[src/design/line_io_pkg.sv]
// Constants shared by the camera line I/O control block
package line_io_pkg;

	// ==========================================================
	// Geometry and timing
	localparam int LINES         = 4;
	localparam int ADDR_W        = 8;
	localparam int DATA_W        = 32;
	localparam int US_W          = 16;
	localparam int CNT_W         = 22;
	localparam int CLK_PERIOD_NS = 25;
	localparam int NS_PER_US     = 1000;
	localparam int CYC_PER_US    = NS_PER_US / CLK_PERIOD_NS;

	// ==========================================================
	// Register offsets (byte addresses)
	localparam logic [7:0] OFF_LINE_SEL  = 8'h00;
	localparam logic [7:0] OFF_LINE_DIR  = 8'h04;
	localparam logic [7:0] OFF_LINE_INV  = 8'h08;
	localparam logic [7:0] OFF_LINE_LVL  = 8'h0C;
	localparam logic [7:0] OFF_ALL_LVL   = 8'h10;
	localparam logic [7:0] OFF_FILT_SEL  = 8'h14;
	localparam logic [7:0] OFF_FILT_US   = 8'h18;
	localparam logic [7:0] OFF_LINE_SRC  = 8'h1C;
	localparam logic [7:0] OFF_SW_IDX    = 8'h20;
	localparam logic [7:0] OFF_SW_LVL    = 8'h24;
	localparam logic [7:0] OFF_SW_VEC    = 8'h28;
	localparam logic [7:0] OFF_CIRCUIT   = 8'h2C;

	// ==========================================================
	// Field encodings and reset values
	localparam logic       DIR_INPUT     = 1'b0;
	localparam logic       DIR_OUTPUT    = 1'b1;
	localparam logic       FILT_DEGLITCH = 1'b0;
	localparam logic       FILT_DEBOUNCE = 1'b1;
	localparam logic [1:0] CKT_TRISTATE  = 2'h0;
	localparam logic [1:0] CKT_OPTO      = 2'h1;
	localparam logic [1:0] CKT_OPEN_DRN  = 2'h2;
	localparam logic [3:0] SRC_LINE0     = 4'h0;
	localparam logic [3:0] SRC_USER0     = 4'h4;
	localparam logic [3:0] SRC_CNT0      = 4'h8;
	localparam logic [3:0] SRC_CNT1      = 4'h9;
	localparam logic [3:0] SRC_LB0       = 4'hA;
	localparam logic [3:0] SRC_LB1       = 4'hB;
	localparam logic [3:0] SRC_EXPOSURE  = 4'hC;
	localparam logic [3:0] SRC_TRIG_RDY  = 4'hD;
	localparam logic [3:0] SRC_RESET     = 4'h4;
	localparam logic [US_W-1:0] US_RESET = 16'h0000;

endpackage

[src/design/filter_stage.sv]
// One input filter stage, deglitch or debounce by parameter
`timescale 1ns/1ps
module filter_stage
	import line_io_pkg::*;
#(
	parameter int CNT_BITS = CNT_W,
	parameter bit DEBOUNCE = 1'b0
) (
	input  wire logic                i_clk,
	input  wire logic                i_rst,
	input  wire logic                i_in,
	input  wire logic [CNT_BITS-1:0] i_cycles,
	output logic                     o_out
);

	// Counter must hold at least a count of three beside zero
	if (CNT_BITS < 2) begin : g_bad_width
		$error("filter counter needs at least two bits");
	end

	logic [CNT_BITS-1:0] cnt_q;
	logic                busy_q;
	logic                out_q;
	logic [CNT_BITS-1:0] cnt_inc;

	assign cnt_inc = cnt_q + {{(CNT_BITS-1){1'b0}}, 1'b1};
	assign o_out   = out_q;

	// ==========================================================
	// Filter state
	always_ff @(posedge i_clk) begin
		if (i_rst) begin
			out_q  <= 1'b0;
			cnt_q  <= '0;
			busy_q <= 1'b0;
		end else if (!DEBOUNCE) begin
			// Any return to the accepted state restarts the wait
			if (i_in == out_q) begin
				cnt_q <= '0;
			end else if (cnt_inc >= i_cycles) begin
				out_q <= i_in;
				cnt_q <= '0;
			end else begin
				cnt_q <= cnt_inc;
			end
		end else begin
			if (busy_q) begin
				if (cnt_inc >= i_cycles) begin
					busy_q <= 1'b0;
					cnt_q  <= '0;
				end else begin
					cnt_q <= cnt_inc;
				end
			end else if (i_in != out_q) begin
				// First edge passes at once, then the lockout starts
				out_q  <= i_in;
				busy_q <= (i_cycles != '0);
				cnt_q  <= '0;
			end
		end
	end
endmodule

[src/design/camera_line_io_control.sv]
// Four-line digital I/O control: direction, inversion, filters, sources
//
// Function
// - Four lines exist and a line index selects which one the per-line controls address.
// - Each line is set to input or output and is sampled or driven accordingly.
// - A per-line invert control flips the logic sense of the line.
// - The selected line's level reads 1 when high and 0 when low.
// - One read-only vector reports every line level with line zero at bit 0.
// - Each line keeps a deglitch and a debounce width in microseconds, picked by a filter choice.
// - Deglitch accepts a new state only after it has lasted the full width.
// - Debounce passes the first edge at once and then blocks changes for the width.
// - With both filters on, deglitch comes first and debounce second.
// - An output line is driven from a chosen source: another line, user bit, counter, logic block, exposure or trigger-ready.
// - The trigger-ready source is high exactly while a new frame start trigger can be taken.
// - A user output index picks one software bit whose written value sets it high or low.
// - A user output vector writes and reads all user bits at once, bit 0 for output zero.
// - A read-only per-line circuit type reports tri-state, opto-coupled or open-drain.
`timescale 1ns/1ps
module camera_line_io_control
	import line_io_pkg::*;
#(
	parameter int               NUM_LINES = LINES,
	parameter logic [2*LINES-1:0] CIRCUIT = {CKT_TRISTATE, CKT_OPEN_DRN, CKT_OPTO, CKT_OPTO}
) (
	input  wire logic                 i_clk,
	input  wire logic                 i_rst,
	input  wire logic [ADDR_W-1:0]    i_addr,
	input  wire logic [DATA_W-1:0]    i_wdata,
	input  wire logic                 i_wr,
	input  wire logic                 i_rd,
	output logic [DATA_W-1:0]         o_rdata,
	input  wire logic [NUM_LINES-1:0] i_line,
	output logic [NUM_LINES-1:0]      o_line,
	output logic [NUM_LINES-1:0]      o_line_oe_n,
	input  wire logic [1:0]           i_counter_active,
	input  wire logic [1:0]           i_logic_block,
	input  wire logic                 i_exposure_active,
	input  wire logic                 i_frame_trigger_ready
);

	// ==========================================================
	// Elaboration checks
	if (NUM_LINES != LINES) begin : g_bad_lines
		$error("source encoding serves exactly four lines");
	end

	// ==========================================================
	// Storage
	logic [1:0]                line_index_select_q;
	logic [NUM_LINES-1:0]      line_direction_q;
	logic [NUM_LINES-1:0]      line_polarity_invert_q;
	logic                      input_filter_choice_q;
	logic [US_W-1:0]           glitch_us_q [NUM_LINES];
	logic [US_W-1:0]           bounce_us_q [NUM_LINES];
	logic [3:0]                line_output_source_q [NUM_LINES];
	logic [1:0]                sw_output_index_q;
	logic [NUM_LINES-1:0]      sw_output_vector_q;
	logic [NUM_LINES-1:0]      all_lines_level_vector_q;
	logic [NUM_LINES-1:0]      raw_meta_q;
	logic [NUM_LINES-1:0]      raw_sync_q;
	logic [NUM_LINES-1:0]      deglitched;
	logic [NUM_LINES-1:0]      debounced;
	logic [NUM_LINES-1:0]      drive_d;
	logic [NUM_LINES-1:0]      level_d;
	logic [DATA_W-1:0]         rdata_d;
	logic [DATA_W-1:0]         rdata_q;
	logic [NUM_LINES-1:0]      line_q;
	logic [NUM_LINES-1:0]      oe_n_q;
	logic                      wr_sel;
	logic [1:0]                sel;

	assign sel    = line_index_select_q;
	assign wr_sel = i_wr;

	// ==========================================================
	// Pin synchronisers
	always_ff @(posedge i_clk) begin
		if (i_rst) begin
			raw_meta_q <= '0;
			raw_sync_q <= '0;
		end else begin
			raw_meta_q <= i_line;
			raw_sync_q <= raw_meta_q;
		end
	end

	// ==========================================================
	// Selector registers
	always_ff @(posedge i_clk) begin
		if (i_rst) begin
			line_index_select_q   <= 2'h0;
			input_filter_choice_q <= FILT_DEGLITCH;
			sw_output_index_q     <= 2'h0;
		end else if (wr_sel) begin
			if (i_addr == OFF_LINE_SEL) begin
				line_index_select_q <= i_wdata[1:0];
			end else if (i_addr == OFF_FILT_SEL) begin
				input_filter_choice_q <= i_wdata[0];
			end else if (i_addr == OFF_SW_IDX) begin
				sw_output_index_q <= i_wdata[1:0];
			end
		end
	end

	// ==========================================================
	// Per-line direction and inversion
	always_ff @(posedge i_clk) begin
		if (i_rst) begin
			line_direction_q       <= {NUM_LINES{DIR_INPUT}};
			line_polarity_invert_q <= '0;
		end else if (wr_sel) begin
			if (i_addr == OFF_LINE_DIR) begin
				line_direction_q[sel] <= i_wdata[0];
			end else if (i_addr == OFF_LINE_INV) begin
				line_polarity_invert_q[sel] <= i_wdata[0];
			end
		end
	end

	// ==========================================================
	// Per-line filter widths and output sources
	always_ff @(posedge i_clk) begin
		if (i_rst) begin
			for (int i = 0; i < NUM_LINES; i++) begin
				glitch_us_q[i]          <= US_RESET;
				bounce_us_q[i]          <= US_RESET;
				line_output_source_q[i] <= SRC_RESET;
			end
		end else if (wr_sel) begin
			if (i_addr == OFF_FILT_US) begin
				if (input_filter_choice_q == FILT_DEGLITCH) begin
					glitch_us_q[sel] <= i_wdata[US_W-1:0];
				end else begin
					bounce_us_q[sel] <= i_wdata[US_W-1:0];
				end
			end else if (i_addr == OFF_LINE_SRC) begin
				line_output_source_q[sel] <= i_wdata[3:0];
			end
		end
	end

	// ==========================================================
	// User outputs
	always_ff @(posedge i_clk) begin
		if (i_rst) begin
			sw_output_vector_q <= '0;
		end else if (wr_sel) begin
			if (i_addr == OFF_SW_LVL) begin
				sw_output_vector_q[sw_output_index_q] <= i_wdata[0];
			end else if (i_addr == OFF_SW_VEC) begin
				sw_output_vector_q <= i_wdata[NUM_LINES-1:0];
			end
		end
	end

	// ==========================================================
	// Input filters, deglitch feeding debounce
	for (genvar g = 0; g < NUM_LINES; g++) begin : g_filt
		logic [CNT_W-1:0] glitch_cyc;
		logic [CNT_W-1:0] bounce_cyc;

		// A width of zero gives a count of zero, i.e. the stage only adds one clock of delay
		assign glitch_cyc = CNT_W'(glitch_us_q[g]) * CNT_W'(CYC_PER_US);
		assign bounce_cyc = CNT_W'(bounce_us_q[g]) * CNT_W'(CYC_PER_US);

		filter_stage #(
			.CNT_BITS (CNT_W),
			.DEBOUNCE (1'b0)
		) u_deglitch (
			.i_clk    (i_clk),
			.i_rst    (i_rst),
			.i_in     (raw_sync_q[g]),
			.i_cycles (glitch_cyc),
			.o_out    (deglitched[g])
		);

		filter_stage #(
			.CNT_BITS (CNT_W),
			.DEBOUNCE (1'b1)
		) u_debounce (
			.i_clk    (i_clk),
			.i_rst    (i_rst),
			.i_in     (deglitched[g]),
			.i_cycles (bounce_cyc),
			.o_out    (debounced[g])
		);
	end

	// ==========================================================
	// Output source selection
	function automatic logic pick_source(input logic [3:0] src,
	                                     input logic [NUM_LINES-1:0] lvl,
	                                     input logic [NUM_LINES-1:0] usr);
		logic v;
		v = 1'b0;
		case (src)
			SRC_LINE0, SRC_LINE0 + 4'h1, SRC_LINE0 + 4'h2, SRC_LINE0 + 4'h3: begin
				v = lvl[src[1:0]];
			end
			SRC_USER0, SRC_USER0 + 4'h1, SRC_USER0 + 4'h2, SRC_USER0 + 4'h3: begin
				v = usr[src[1:0]];
			end
			SRC_CNT0:     v = i_counter_active[0];
			SRC_CNT1:     v = i_counter_active[1];
			SRC_LB0:      v = i_logic_block[0];
			SRC_LB1:      v = i_logic_block[1];
			SRC_EXPOSURE: v = i_exposure_active;
			SRC_TRIG_RDY: v = i_frame_trigger_ready;
			default:      v = 1'b0;
		endcase
		return v;
	endfunction

	always_comb begin
		for (int i = 0; i < NUM_LINES; i++) begin
			// Loopback reads the registered level vector, so no combinational loop
			drive_d[i] = pick_source(line_output_source_q[i], all_lines_level_vector_q,
			                         sw_output_vector_q) ^ line_polarity_invert_q[i];
			if (line_direction_q[i] == DIR_OUTPUT) begin
				level_d[i] = drive_d[i];
			end else begin
				level_d[i] = debounced[i] ^ line_polarity_invert_q[i];
			end
		end
	end

	// ==========================================================
	// Pin drive and level capture
	always_ff @(posedge i_clk) begin
		if (i_rst) begin
			line_q                   <= '0;
			oe_n_q                   <= '1;
			all_lines_level_vector_q <= '0;
		end else begin
			line_q                   <= drive_d;
			all_lines_level_vector_q <= level_d;
			for (int i = 0; i < NUM_LINES; i++) begin
				// Open-drain lines only ever pull low; the high level is external
				if (CIRCUIT[2*i +: 2] == CKT_OPEN_DRN) begin
					oe_n_q[i] <= !(line_direction_q[i] && !drive_d[i]);
				end else begin
					oe_n_q[i] <= !line_direction_q[i];
				end
			end
		end
	end

	// ==========================================================
	// Read port
	always_comb begin
		rdata_d = '0;
		if (i_addr == OFF_LINE_SEL) begin
			rdata_d[1:0] = line_index_select_q;
		end else if (i_addr == OFF_LINE_DIR) begin
			rdata_d[0] = line_direction_q[sel];
		end else if (i_addr == OFF_LINE_INV) begin
			rdata_d[0] = line_polarity_invert_q[sel];
		end else if (i_addr == OFF_LINE_LVL) begin
			rdata_d[0] = all_lines_level_vector_q[sel];
		end else if (i_addr == OFF_ALL_LVL) begin
			rdata_d[NUM_LINES-1:0] = all_lines_level_vector_q;
		end else if (i_addr == OFF_FILT_SEL) begin
			rdata_d[0] = input_filter_choice_q;
		end else if (i_addr == OFF_FILT_US) begin
			rdata_d[US_W-1:0] = (input_filter_choice_q == FILT_DEGLITCH) ?
			                    glitch_us_q[sel] : bounce_us_q[sel];
		end else if (i_addr == OFF_LINE_SRC) begin
			rdata_d[3:0] = line_output_source_q[sel];
		end else if (i_addr == OFF_SW_IDX) begin
			rdata_d[1:0] = sw_output_index_q;
		end else if (i_addr == OFF_SW_LVL) begin
			rdata_d[0] = sw_output_vector_q[sw_output_index_q];
		end else if (i_addr == OFF_SW_VEC) begin
			rdata_d[NUM_LINES-1:0] = sw_output_vector_q;
		end else if (i_addr == OFF_CIRCUIT) begin
			rdata_d[1:0] = CIRCUIT[2*sel +: 2];
		end
	end

	// Read data stands only in the cycle after the strobe
	always_ff @(posedge i_clk) begin
		if (i_rst) begin
			rdata_q <= '0;
		end else if (i_rd) begin
			rdata_q <= rdata_d;
		end else begin
			rdata_q <= '0;
		end
	end

	assign o_rdata     = rdata_q;
	assign o_line      = line_q;
	assign o_line_oe_n = oe_n_q;

	// Open-drain lines may only sink; a high level comes from the pull-up
	for (genvar g = 0; g < NUM_LINES; g++) begin : g_od_chk
		if (CIRCUIT[2*g +: 2] == CKT_OPEN_DRN) begin : g_od

		end
	end
endmodule

[config.mk]
export PLATFORM = sky130hd
export DESIGN_NAME = camera_line_io_control
export DESIGN_NICKNAME = d
export VERILOG_FILES = /design/src/design/line_io_pkg.sv /design/src/design/filter_stage.sv /design/src/design/camera_line_io_control.sv
export SDC_FILE = /design/constraint.sdc
export NUM_CORES = 1
export LEC_CHECK = 0
export ABC_AREA = 1
export CAP_MARGIN = 0
export CORE_AREA = 5 5 310 342
export DETAILED_ROUTE_END_ITERATION = 10
export DIE_AREA = 0 0 315 347
export DONT_BUFFER_PORTS = 1
export PLACE_DENSITY = 0.4
export SLEW_MARGIN = 0
export SYNTH_ARGS = -nofsm -noshare
export SYNTH_HDL_FRONTEND = slang
export SYNTH_SLANG_ARGS = --single-unit
[constraint.sdc]
create_clock -name i_clk -period 4.1 [get_ports i_clk]
set_input_delay 0 -clock i_clk [delete_from_list [all_inputs] [get_ports i_clk]]
set_output_delay 0 -clock i_clk [all_outputs]
set_load 0.005 [all_outputs]
== Word level (Yosys, flattened, before mapping) ==
Memories as Yosys holds them, arrays and structs flattened. A register that Yosys moved wholly into a read port is not among the register bits.
Cells that the tools add are included.
Operators by class
  multiply operators: 8
  equality and inequality tests: 71
  mux-type cells: 141
  $add $sub $neg: 8
  order comparisons: 16
  reduce and logical (&&, ||, !) cells: 54
  shift operators: 1
  bitwise gates (word level): 21
Operator list (count)
  $mux 22: 12
  $add 22x1->22 const B: 8
  $ge 22x22->1: 8
  $mul 16x3->19 const B: 8
  $eq 4x4->1 const B: 24
  $reduce_bool 22->1: 4
  $eq 4x3->1 const B: 16
  $mux 1: 58
  $mux 2: 25
  $mux 16: 3
  $mux 4: 10
  $reduce_or 4->1: 9
  $eq 4x2->1 const B: 8
  $eq 8x5->1 const B: 4
  $eq 8x6->1 const B: 4
  $pmux 1 s8: 4
  $reduce_or 16->1: 2
  $mux 3: 10
  $bmux 1 s2: 12
  $reduce_and 2->1: 11
  $lt 2x3->1 const B: 6
  $eq 4x1->1 const B: 4
  $eq 8x4->1 const B: 2
  $logic_not 4->1: 4
  21 further kinds: 64
Word-level totals
  input port bits: 54
  logic and storage cells: 358
  bits in writable memories: 144
  output and inout bits: 40
  memories: 3
  flip-flop bits (word level): 257
Memories
  bounce_us_q: depth 4, width 16, read ports 5, clocked after memory_dff 1, wr ports 4, RTL line camera_line_io_control.sv:54  | logic [US_W-1:0] bounce_us_q [NUM_LINES];
  glitch_us_q: depth 4, width 16, read ports 5, clocked after memory_dff 1, wr ports 4, RTL line camera_line_io_control.sv:53  | logic [US_W-1:0] glitch_us_q [NUM_LINES];
  line_output_source_q: depth 4, width 4, read ports 5, clocked after memory_dff 1, wr ports 4, RTL line camera_line_io_control.sv:55  | logic [3:0] line_output_source_q [NUM_LINES];

== Longest topological paths before layout ==
Gate-level depths: netlist of the first run.
  word-level depth: 36
  gate-level depth with buffers: 25
  mapped depth without buffers: 24

== By module ==
A second synthesis of the first run with hierarchy kept.
Second synthesis, totals
  cells, all modules: 4447
  area, all modules: 31929.4 um^2
Modules (own cells, without submodules)
  camera_line_io_control: area an instance 15905.3 um^2, instances 1, sequential area each 5425.2 um^2, cells an instance 1945
  filter_stage (g_filt[0].u_debounce ...): area an instance 2097.0 um^2, instances 3, sequential area each 480.5 um^2, cells an instance 328
  filter_stage (g_filt[0].u_deglitch ...): area an instance 1945.6 um^2, instances 3, sequential area each 460.4 um^2, cells an instance 304
  filter_stage (g_filt[3].u_debounce): area an instance 2030.7 um^2, instances 1, sequential area each 480.5 um^2, cells an instance 311
  filter_stage (g_filt[3].u_deglitch): area an instance 1865.5 um^2, instances 1, sequential area each 460.4 um^2, cells an instance 295

== Worst setup path after synthesis of the first run ==
No wires, ideal clock.
  path kind: reg-to-reg
  start point: memory glitch_us_q[1][3]
  end point: register g_filt[1].u_deglitch.cnt_q[10]
  cell stages (with the launch flop): 19
  setup slack: 385 ps
  buffers on the path: 1
  arrival: 3588 ps
  clock period less this slack: 3715 ps
  data required time: 3973 ps
  library setup time: 127 ps
  cell sequence: edfxtp_1 -> ha_1 -> ha_1 -> inv_1 -> fa_1 -> o21ai_0 -> nand3_1 -> o2111ai_1 -> a21o_1 -> a21oi_1 -> xor2_1 -> ha_1 -> nand2_1 -> nor4_1 -> nand4_1 -> nand4_1 -> nand3b_1 -> clkbuf_1 -> nor2_1
RTL lines
  start: declaration: RTL line camera_line_io_control.sv:53
  end signal: assignment: RTL line filter_stage.sv:44  | cnt_q <= cnt_inc;
  end signal: assignment: RTL line filter_stage.sv:52  | cnt_q <= cnt_inc;
  end: declaration: RTL line filter_stage.sv:21  | logic [CNT_BITS-1:0] cnt_q;

==> run_results.csv, run 1 <==
group,metric,value,unit
yosys,synthArstFlopShare,0,%
routing,drt-total-wl,99.21,mm
cts,cts_made_buffers,52,
routing,drt_iter0_drc,1376,
worst_hold_path,hp-class,"in -> reg",
routing,drcViolationCount,0,
power_and_ir_drop,p_int,6966,uW
power_and_ir_drop,comb_power_share,12.2,%
yosys,synth_top_area_share,16.05,%
floorplan,initial_utilization,29.74,%
power_and_ir_drop,ir_drop,284.2,uV
sta,tightest_slew,1135,ps
power_and_ir_drop,seq_power_share,42.4,%
yosys,syn-cell-area,30300,sq um
yosys,ys_warn_count,0,
cts,clock_sinks,387,
place,place_congestion,0.8378,
cells_and_area,area_growth,15.69,%
power_and_ir_drop,power_leakage,0.01564,uW
sta,clock-skew-final,43.86,ps
cells_and_area,fin_cells,5703,
sta,hold_viol,0,
cells_and_area,nets,4732,
floorplan,die_h,347,um
worst_setup_path,cp.required,4600,ps
cts,clock-root-buffer,"clkbuf_16",
worst_setup_path,timing.critical_path.fanout_max,5,
cts,cts-htree-levels,2,
routing,antenna_left,0,
cells_and_area,fillers,11090,
global_route,grt-ovfl-total,0,
worst_setup_path,cpPeakStageDelay,460,ps
yosys,synth_top_cell_by_area,"dfxtp_1",
sta,finalSetupViolCount,0,
sta,holdWs,49.47,ps
yosys,netlist_instances,4175,
worst_setup_path,path_cells,"buf_4 -> ha_1 -> inv_1 -> fa_1 -> inv_1 -> a31oi_2 -> o21bai_2 -> a31oi_2 -> o21ai_0 -> xnor2_1 -> ha_1 -> nand2_2 -> nor4_4 -> nand4_1 -> nand4_1 -> nand3b_1 -> buf_6 -> clkbuf_16 -> nor2_1",
yosys,synth_edf_count,144,
routing,vias,26830,
worst_setup_path,critical_path_class,"reg -> reg",
cts,clkTransAtPathRegs,60,ps
power_and_ir_drop,swShare,28.21,%
power_and_ir_drop,power_switching,2738,uW
routing,detail_route.wl_per_cell,17.40,um
global_route,first_global_vias,26920,
worst_setup_path,crit_buf_inv,5,
cts,cts_buffer_depth,3,
global_route,grt_max_degree,107,
power_and_ir_drop,power_density,276.8,nW/um^2
global_route,antenna_found_initial,5,
yosys,synthTopCellsByArea,"dfxtp_1 16%, ha_1 16%, edfxtp_1 14%",
floorplan,dieArea,109300,sq um
floorplan,coreArea,101900,sq um
sta,max_slew_margin,24.31,%
run,max-cap-violations,0,
sta,slew_viol_final,0,
cells_and_area,drive_gt1_share,8.110,%
yosys,seq_area_frac_synth,30.32,%
yosys,yosysUniqueCellTypes,62,
global_route,track_usage,17.78,%
global_route,grt_pass1_wl,153.3,mm
cells_and_area,antenna_cells,0,
worst_setup_path,cp_top_family,"adder cells",
yosys,avgSynthCellArea,7.258,sq um
place,port_buffers,0,
sta,final.setup.tns,0,ps
floorplan,dieWidth,315,um
sta,timing.fmax,259.6,MHz
yosys,ys_seq_elements,387,
run_status,status,"complete, no violations",
routing,viasPerCell,4.705,
worst_setup_path,arrival,4360,ps
place,dp_cells,5528,
power_and_ir_drop,total_power,9703,uW
floorplan,rows,123,
power_and_ir_drop,power_frac_clock,45.4,%
cts,cts_tree,"done",
worst_setup_path,startpoint_type,"register",
routing,dr.pass1.iters,5,
place,dpl.hpwl,77.58,mm
worst_setup_path,slowest_stage,"fa_1",
floorplan,io_pins,94,
yosys,synthFlopType,"dfxtp_1",
sta,min_period,3853,ps
sta,finalCritPeriodShare,93.97,%
cts,insertion_delay,660,ps
worst_setup_path,end_kind,"register",
[worst register-to-register path, delay by kind of cell, from the launching register on]
kind,cells,cell delay (ps)
flops,1,430
buf+inv,5,610
xor+xnor,1,100
fa+ha+maj,3,1050
compound gates,4,670
simple gates,6,880
[registers in the layout, indices dropped and copies added (netlist names), named ones only]
name	flops
line_polarity_invert_q	4
g_filt.u_debounce.cnt_q	88
bounce_us_q	64
g_filt.u_debounce.o_out	4
glitch_us_q	64
o_line_oe_n	4
o_line	4
g_filt.u_debounce.busy_q	4
sw_output_index_q	2
g_filt.u_deglitch.o_out	4
o_rdata	16
line_index_select_q	2
input_filter_choice_q	1
raw_sync_q	4
g_filt.u_deglitch.cnt_q	88
all_lines_level_vector_q	4
sw_output_vector_q	4
line_direction_q	4
line_output_source_q	16
raw_meta_q	4
[layout make-up]
cell class / count / area (sq um) / area share (%)
well taps: 1375 / 1720 / 4.907
clock inverters: 31 / 247.7 / 0.7067
clock buffers: 65 / 1371 / 3.912
flip-flops and latches: 387 / 9190 / 26.21
inverters: 585 / 2196 / 6.264
repair buffers: 139 / 1320 / 3.765
multi-input cells: 3121 / 19010 / 54.23
[layout by cell type, fill, tap and decap left out, types with 59 or more instances in the layout]
| cell | n |
|---|---|
| dfxtp_1 | 242 |
| nor2_1 | 506 |
| nand2_1 | 912 |
| nand3_1 | 180 |
| nand4_1 | 68 |
| ha_1 | 364 |
| xnor2_1 | 73 |
| inv_1 | 557 |
| buf_4 | 69 |
| dlygate4sd3_1 | 59 |
| a21oi_1 | 304 |
| xor2_1 | 126 |
| edfxtp_1 | 144 |
| o21ai_0 | 175 |
[Yosys cell counts (4+ instances only)]
master and instances:
o211ai_1 10, nand2_2 12, nand3b_1 14, buf_2 10, a22oi_1 4, xor2_1 126, nor2_1 507, nor2_2 14
inv_1 558, nand3_2 4, o21bai_1 11, o21ai_0 183, nand3_1 182, fa_1 8, nor2_4 26, clkinv_1 4
a21oi_1 309, a211oi_1 5, o22ai_1 29, a21o_1 7, nor4_1 45, dfxtp_1 243, o21a_1 5, nor3b_1 5
or2_2 9, nand2_1 922, clkbuf_1 66, edfxtp_1 144, xnor2_1 74, ha_1 384, and2_1 8, nand4_1 68
nor3_2 12, o2111ai_1 5, nor4_2 7, nor3_1 58, a31oi_1 9, o31ai_1 4, buf_4 16, inv_2 23
[power groups by stage]
stage / sequential (uW) / combinational [uW] / clock [uW]
after floorplan: 4150 / 783 / 0
after global placement: 4200 / 1060 / 0
after detailed placement: 4200 / 1060 / 0
after CTS: 4120 / 1140 / 4580
after global routing: 4120 / 1360 / 4740
final: 4120 / 1180 / 4400
[worst paths after layout]
check                              endpoint  depth (start not counted)  slack (ps)           startpoint
max          g_filt[0].u_deglitch.cnt_q[11]                         19         250    glitch_us_q[0][4]
min                       bounce_us_q[1][1]                          2          50           i_wdata[1]
max reg2reg  g_filt[0].u_deglitch.cnt_q[11]                         19         250    glitch_us_q[0][4]
min reg2reg                  o_line_oe_n[0]                          1         410  line_direction_q[0]
[per-layer routing]
metal | track usage (%) | part of all wire [%] | wire length [um] | up-vias
met5 | 0 | 0.024 | 24 | -
met4 | 6.324 | 3.9 | 3916 | 4
met3 | 2.601 | 3.4 | 3390 | 162
met1 | 22.48 | 45 | 44600 | 12290
met2 | 30.84 | 48 | 47270 | 421
li1 | - | - | - | 13960
[what timing repair did]
item | 4_1_cts | 5_1_grt
gates resized for setup | 0 | 76
setup endpoints to repair | 0 | 141
hold buffers | 60 | 0
setup buffers | 0 | 16
hold endpoints to repair | 339 | 0
[cells by family after synthesis]
family / Yosys count / synth area share, %
buffers and inverters: 682 / 8.737
DFF: 387 / 30.32
adders and majority gates: 392 / 16.38
and+or+nand+nor: 1915 / 28.02
xor gates and xnor gates: 203 / 5.942
AOI/OAI and AO/OA: 595 / 10.58
other: 1 / 0.01238
[stage by stage]
stage	setup slack [ps]	util [%]	area, sq um
detailed placement	49.20	31.57	32170
finish	247.3	34.41	35060
floorplan	385.0	-	30360
CTS	34.89	33.77	34400
global placement	46.55	31.57	32170
global route	-15.18	34.41	35060
Note: power is estimated with default switching activity, not from simulation.
==> run 2, diff against run 1 <==
--- a/config.mk
+++ b/config.mk
@@ -12,7 +12,9 @@
 export DIE_AREA = 0 0 315 347
 export DONT_BUFFER_PORTS = 1
 export PLACE_DENSITY = 0.4
+export SETUP_SLACK_MARGIN = 0.5
 export SLEW_MARGIN = 0
 export SYNTH_ARGS = -nofsm -noshare
 export SYNTH_HDL_FRONTEND = slang
 export SYNTH_SLANG_ARGS = --single-unit
+export TNS_END_PERCENT = 1
==> run 2 against run 1 <==
  * Non-clock buffer count rose by 78
  * Combinational power rose by 9%
  * Power rose by 7.5%
  * Global-route usage rose by 0.27 points
  * Register-to-register slack barely moved
  * First-iteration DRC count fell by 12%
  * Setup slack got worse by 8.5 ps
  * Clock power rose by 14%
  * Critical path depth rose by 6
  * Worst hold slack improved by 13 ps
  * Utilization rose by 1.4 points
  * Sequential cell count did not move
==> run_results.csv, run 2 (synthesized netlist as in run 1, its figures left out) <==
group,metric,value,unit
cts,insertion_delay,660,ps
sta,setup_slack,238.8,ps
global_route,track_usage,18.04,%
floorplan,die_h,347,um
place,place_congestion,0.8670,
sta,rsz0062_at_grt,"yes",
worst_setup_path,end_kind,"register",
sta,finalCritPeriodShare,94.18,%
floorplan,dieArea,109300,sq um
global_route,use_met1,23.18,%
sta,final.setup.tns,0,ps
worst_setup_path,rrSetupSlack,240,ps
place,place_area,32500,sq um
cells_and_area,area_growth,20.47,%
cts,cts_tree,"done",
routing,drt-total-wl,101.6,mm
global_route,grt-ovfl-total,0,
cells_and_area,finalInstanceArea,36510,sq um
place,dpl.hpwl,78.79,mm
routing,viasPerCell,4.744,
sta,holdWs,62.61,ps
global_route,grt_max_degree,107,
floorplan,io_pins,94,
cells_and_area,seqCellArea,9190,sq um
global_route,grt_pass1_wl,156.3,mm
worst_hold_path,min_from,"i_line[2]",
cells_and_area,drive_gt1_share,11.43,%
power_and_ir_drop,ir_drop,286.4,uV
cts,clock_sinks,387,
sta,hold_viol,0,
routing,dr.pass1.iters,7,
worst_setup_path,worstReg2RegEnd,"g_filt[1].u_deglitch.cnt_q[12]",
worst_setup_path,cp.required,4610,ps
run_status,status,"complete, no violations",
sta,timing.fmax,259.0,MHz
worst_setup_path,arrival,4380,ps
global_route,met2_usage,32.16,%
worst_hold_path,min_to,"raw_meta_q[2]",
floorplan,coreArea,101900,sq um
floorplan,dieWidth,315,um
routing,vias,27450,
global_route,use_met3,1.790,%
sta,clock-skew-final,31.61,ps
place,place_ws,-0.9632,ps
cts,cts_made_buffers,53,
global_route,antenna_found_initial,4,
power_and_ir_drop,power_leakage,0.01624,uW
sta,finalSetupViolCount,0,
cells_and_area,nets,4811,
worst_setup_path,critical_path_class,"reg -> reg",
worst_hold_path,worst_hold_path.num_cells,3,
routing,detail_route.wl_per_cell,17.56,um
cells_and_area,layout_commonest_cell,"nand2_1",
place,port_buffers,0,
power_and_ir_drop,power_density,285.8,nW/um^2
routing,drt_iter0_drc,1205,
sta,slew_viol_final,0,
cells_and_area,final_util,35.83,%
cts,clock-root-buffer,"clkbuf_16",
sta,max_slew_margin,25.80,%
cts,cts_buffer_depth,3,
cells_and_area,final_cell_mix,"900 x nand2_1, 554 x inv_1, 502 x nor2_1",
sta,tightest_slew,1113,ps
worst_setup_path,r2r_cells,25,
floorplan,initial_utilization,29.74,%
cts,clkTransAtPathRegs,60,ps
cells_and_area,fillers,11020,
cells_and_area,largestRegisters,"g_filt.u_debounce.cnt_q: 88 flops, g_filt.u_deglitch.cnt_q: 88 flops",
worst_setup_path,timing.critical_path.fanout_max,5,
worst_setup_path,r2r_start,"glitch_us_q[1][8]",
routing,drcViolationCount,0,
cells_and_area,multi_input_area,19500,sq um
run,max-cap-violations,0,
global_route,busiest_layer,"met2",
worst_hold_path,hp-class,"in -> reg",
sta,min_period,3861,ps
floorplan,rows,123,
cts,cts-htree-levels,2,
global_route,first_global_vias,27450,
worst_setup_path,startpoint_type,"register",
routing,antenna_left,0,
## run 2: timing repair
action                                  in CTS  in global routing
endpoints found under the hold margin      369                  0
setup buffers                               24                 20
hold buffers                                59                  0
cloned                                       2                  7
endpoints found under the setup margin     184                185
pin swaps                                   33                 57
resized for setup                           71                 92
## run 2: area by class of cell
type,instances,share of cell area (%)
diodes,2,0.01371
clock buffers,80,4.394
clock inverters,19,0.7643
inverters,585,6.015
multi-input cells,3121,53.41
flip-flops and latches,387,25.17
well taps,1375,4.713
repair buffers,217,5.511
## run 2: per-stage QoR
| step | std cells | power [uW] |
|---|---|---|
| finish | 5786 | 10430 |
| detailed placement | 5573 | 5294 |
| global placement | 5573 | 5296 |
| global route | 5784 | 10940 |
| floorplan | 4190 | 4935 |
| CTS | 5757 | 10580 |
## run 2: worst max-delay path by stage
stage / start / to / slack (ps) / cells after the start
after floorplan: glitch_us_q[2][4] / g_filt[2].u_deglitch.cnt_q[17] / 490 / 23
after global placement: glitch_us_q[0][3] / g_filt[0].u_deglitch.cnt_q[15] / -10 / 18
after detailed placement: glitch_us_q[0][3] / g_filt[0].u_deglitch.cnt_q[18] / -1 / 18
after CTS: glitch_us_q[2][6] / g_filt[2].u_deglitch.cnt_q[5] / 270 / 18
after global routing: glitch_us_q[1][8] / g_filt[1].u_deglitch.cnt_q[12] / 2 / 25
final: glitch_us_q[1][8] / g_filt[1].u_deglitch.cnt_q[12] / 240 / 25
## run 2: power by group
part	leakage [uW]	switching [uW]	total [uW]	internal, uW
Combinational	0.0119	795	1290	497
Sequential	0.00344	71.9	4110	4040
Clock	0.000918	1950	5030	3080
Total	0.0162	2820	10400	7620
## run 2: worst max-delay path, stage by stage (launching register included)
cell and delay, ps:
edfxtp_1 420, buf_4 170, ha_4 240, ha_4 260
nand2_1 70, nor3_1 130, nand2_1 90, nand2_2 90
nand2_1 50, nand2_1 70, a21oi_2 80, o21ai_2 190
nand2_1 90, nand2_1 60, nand2_1 60, nand2_1 60
nand2_1 80, ha_4 300, nand2_2 90, nor4_4 310
nand4_1 130, nand4_1 140, nand3b_1 200, buf_6 160
clkbuf_16 140, nor2_1 40
## run 2: layer usage
layer / part of all wire, % / vias to the layer above
met1: 46 / 12790
met2: 49 / 381
met3: 2.9 / 127
met4: 2.7 / 0
li1: - / 14150
met5: 0 / -
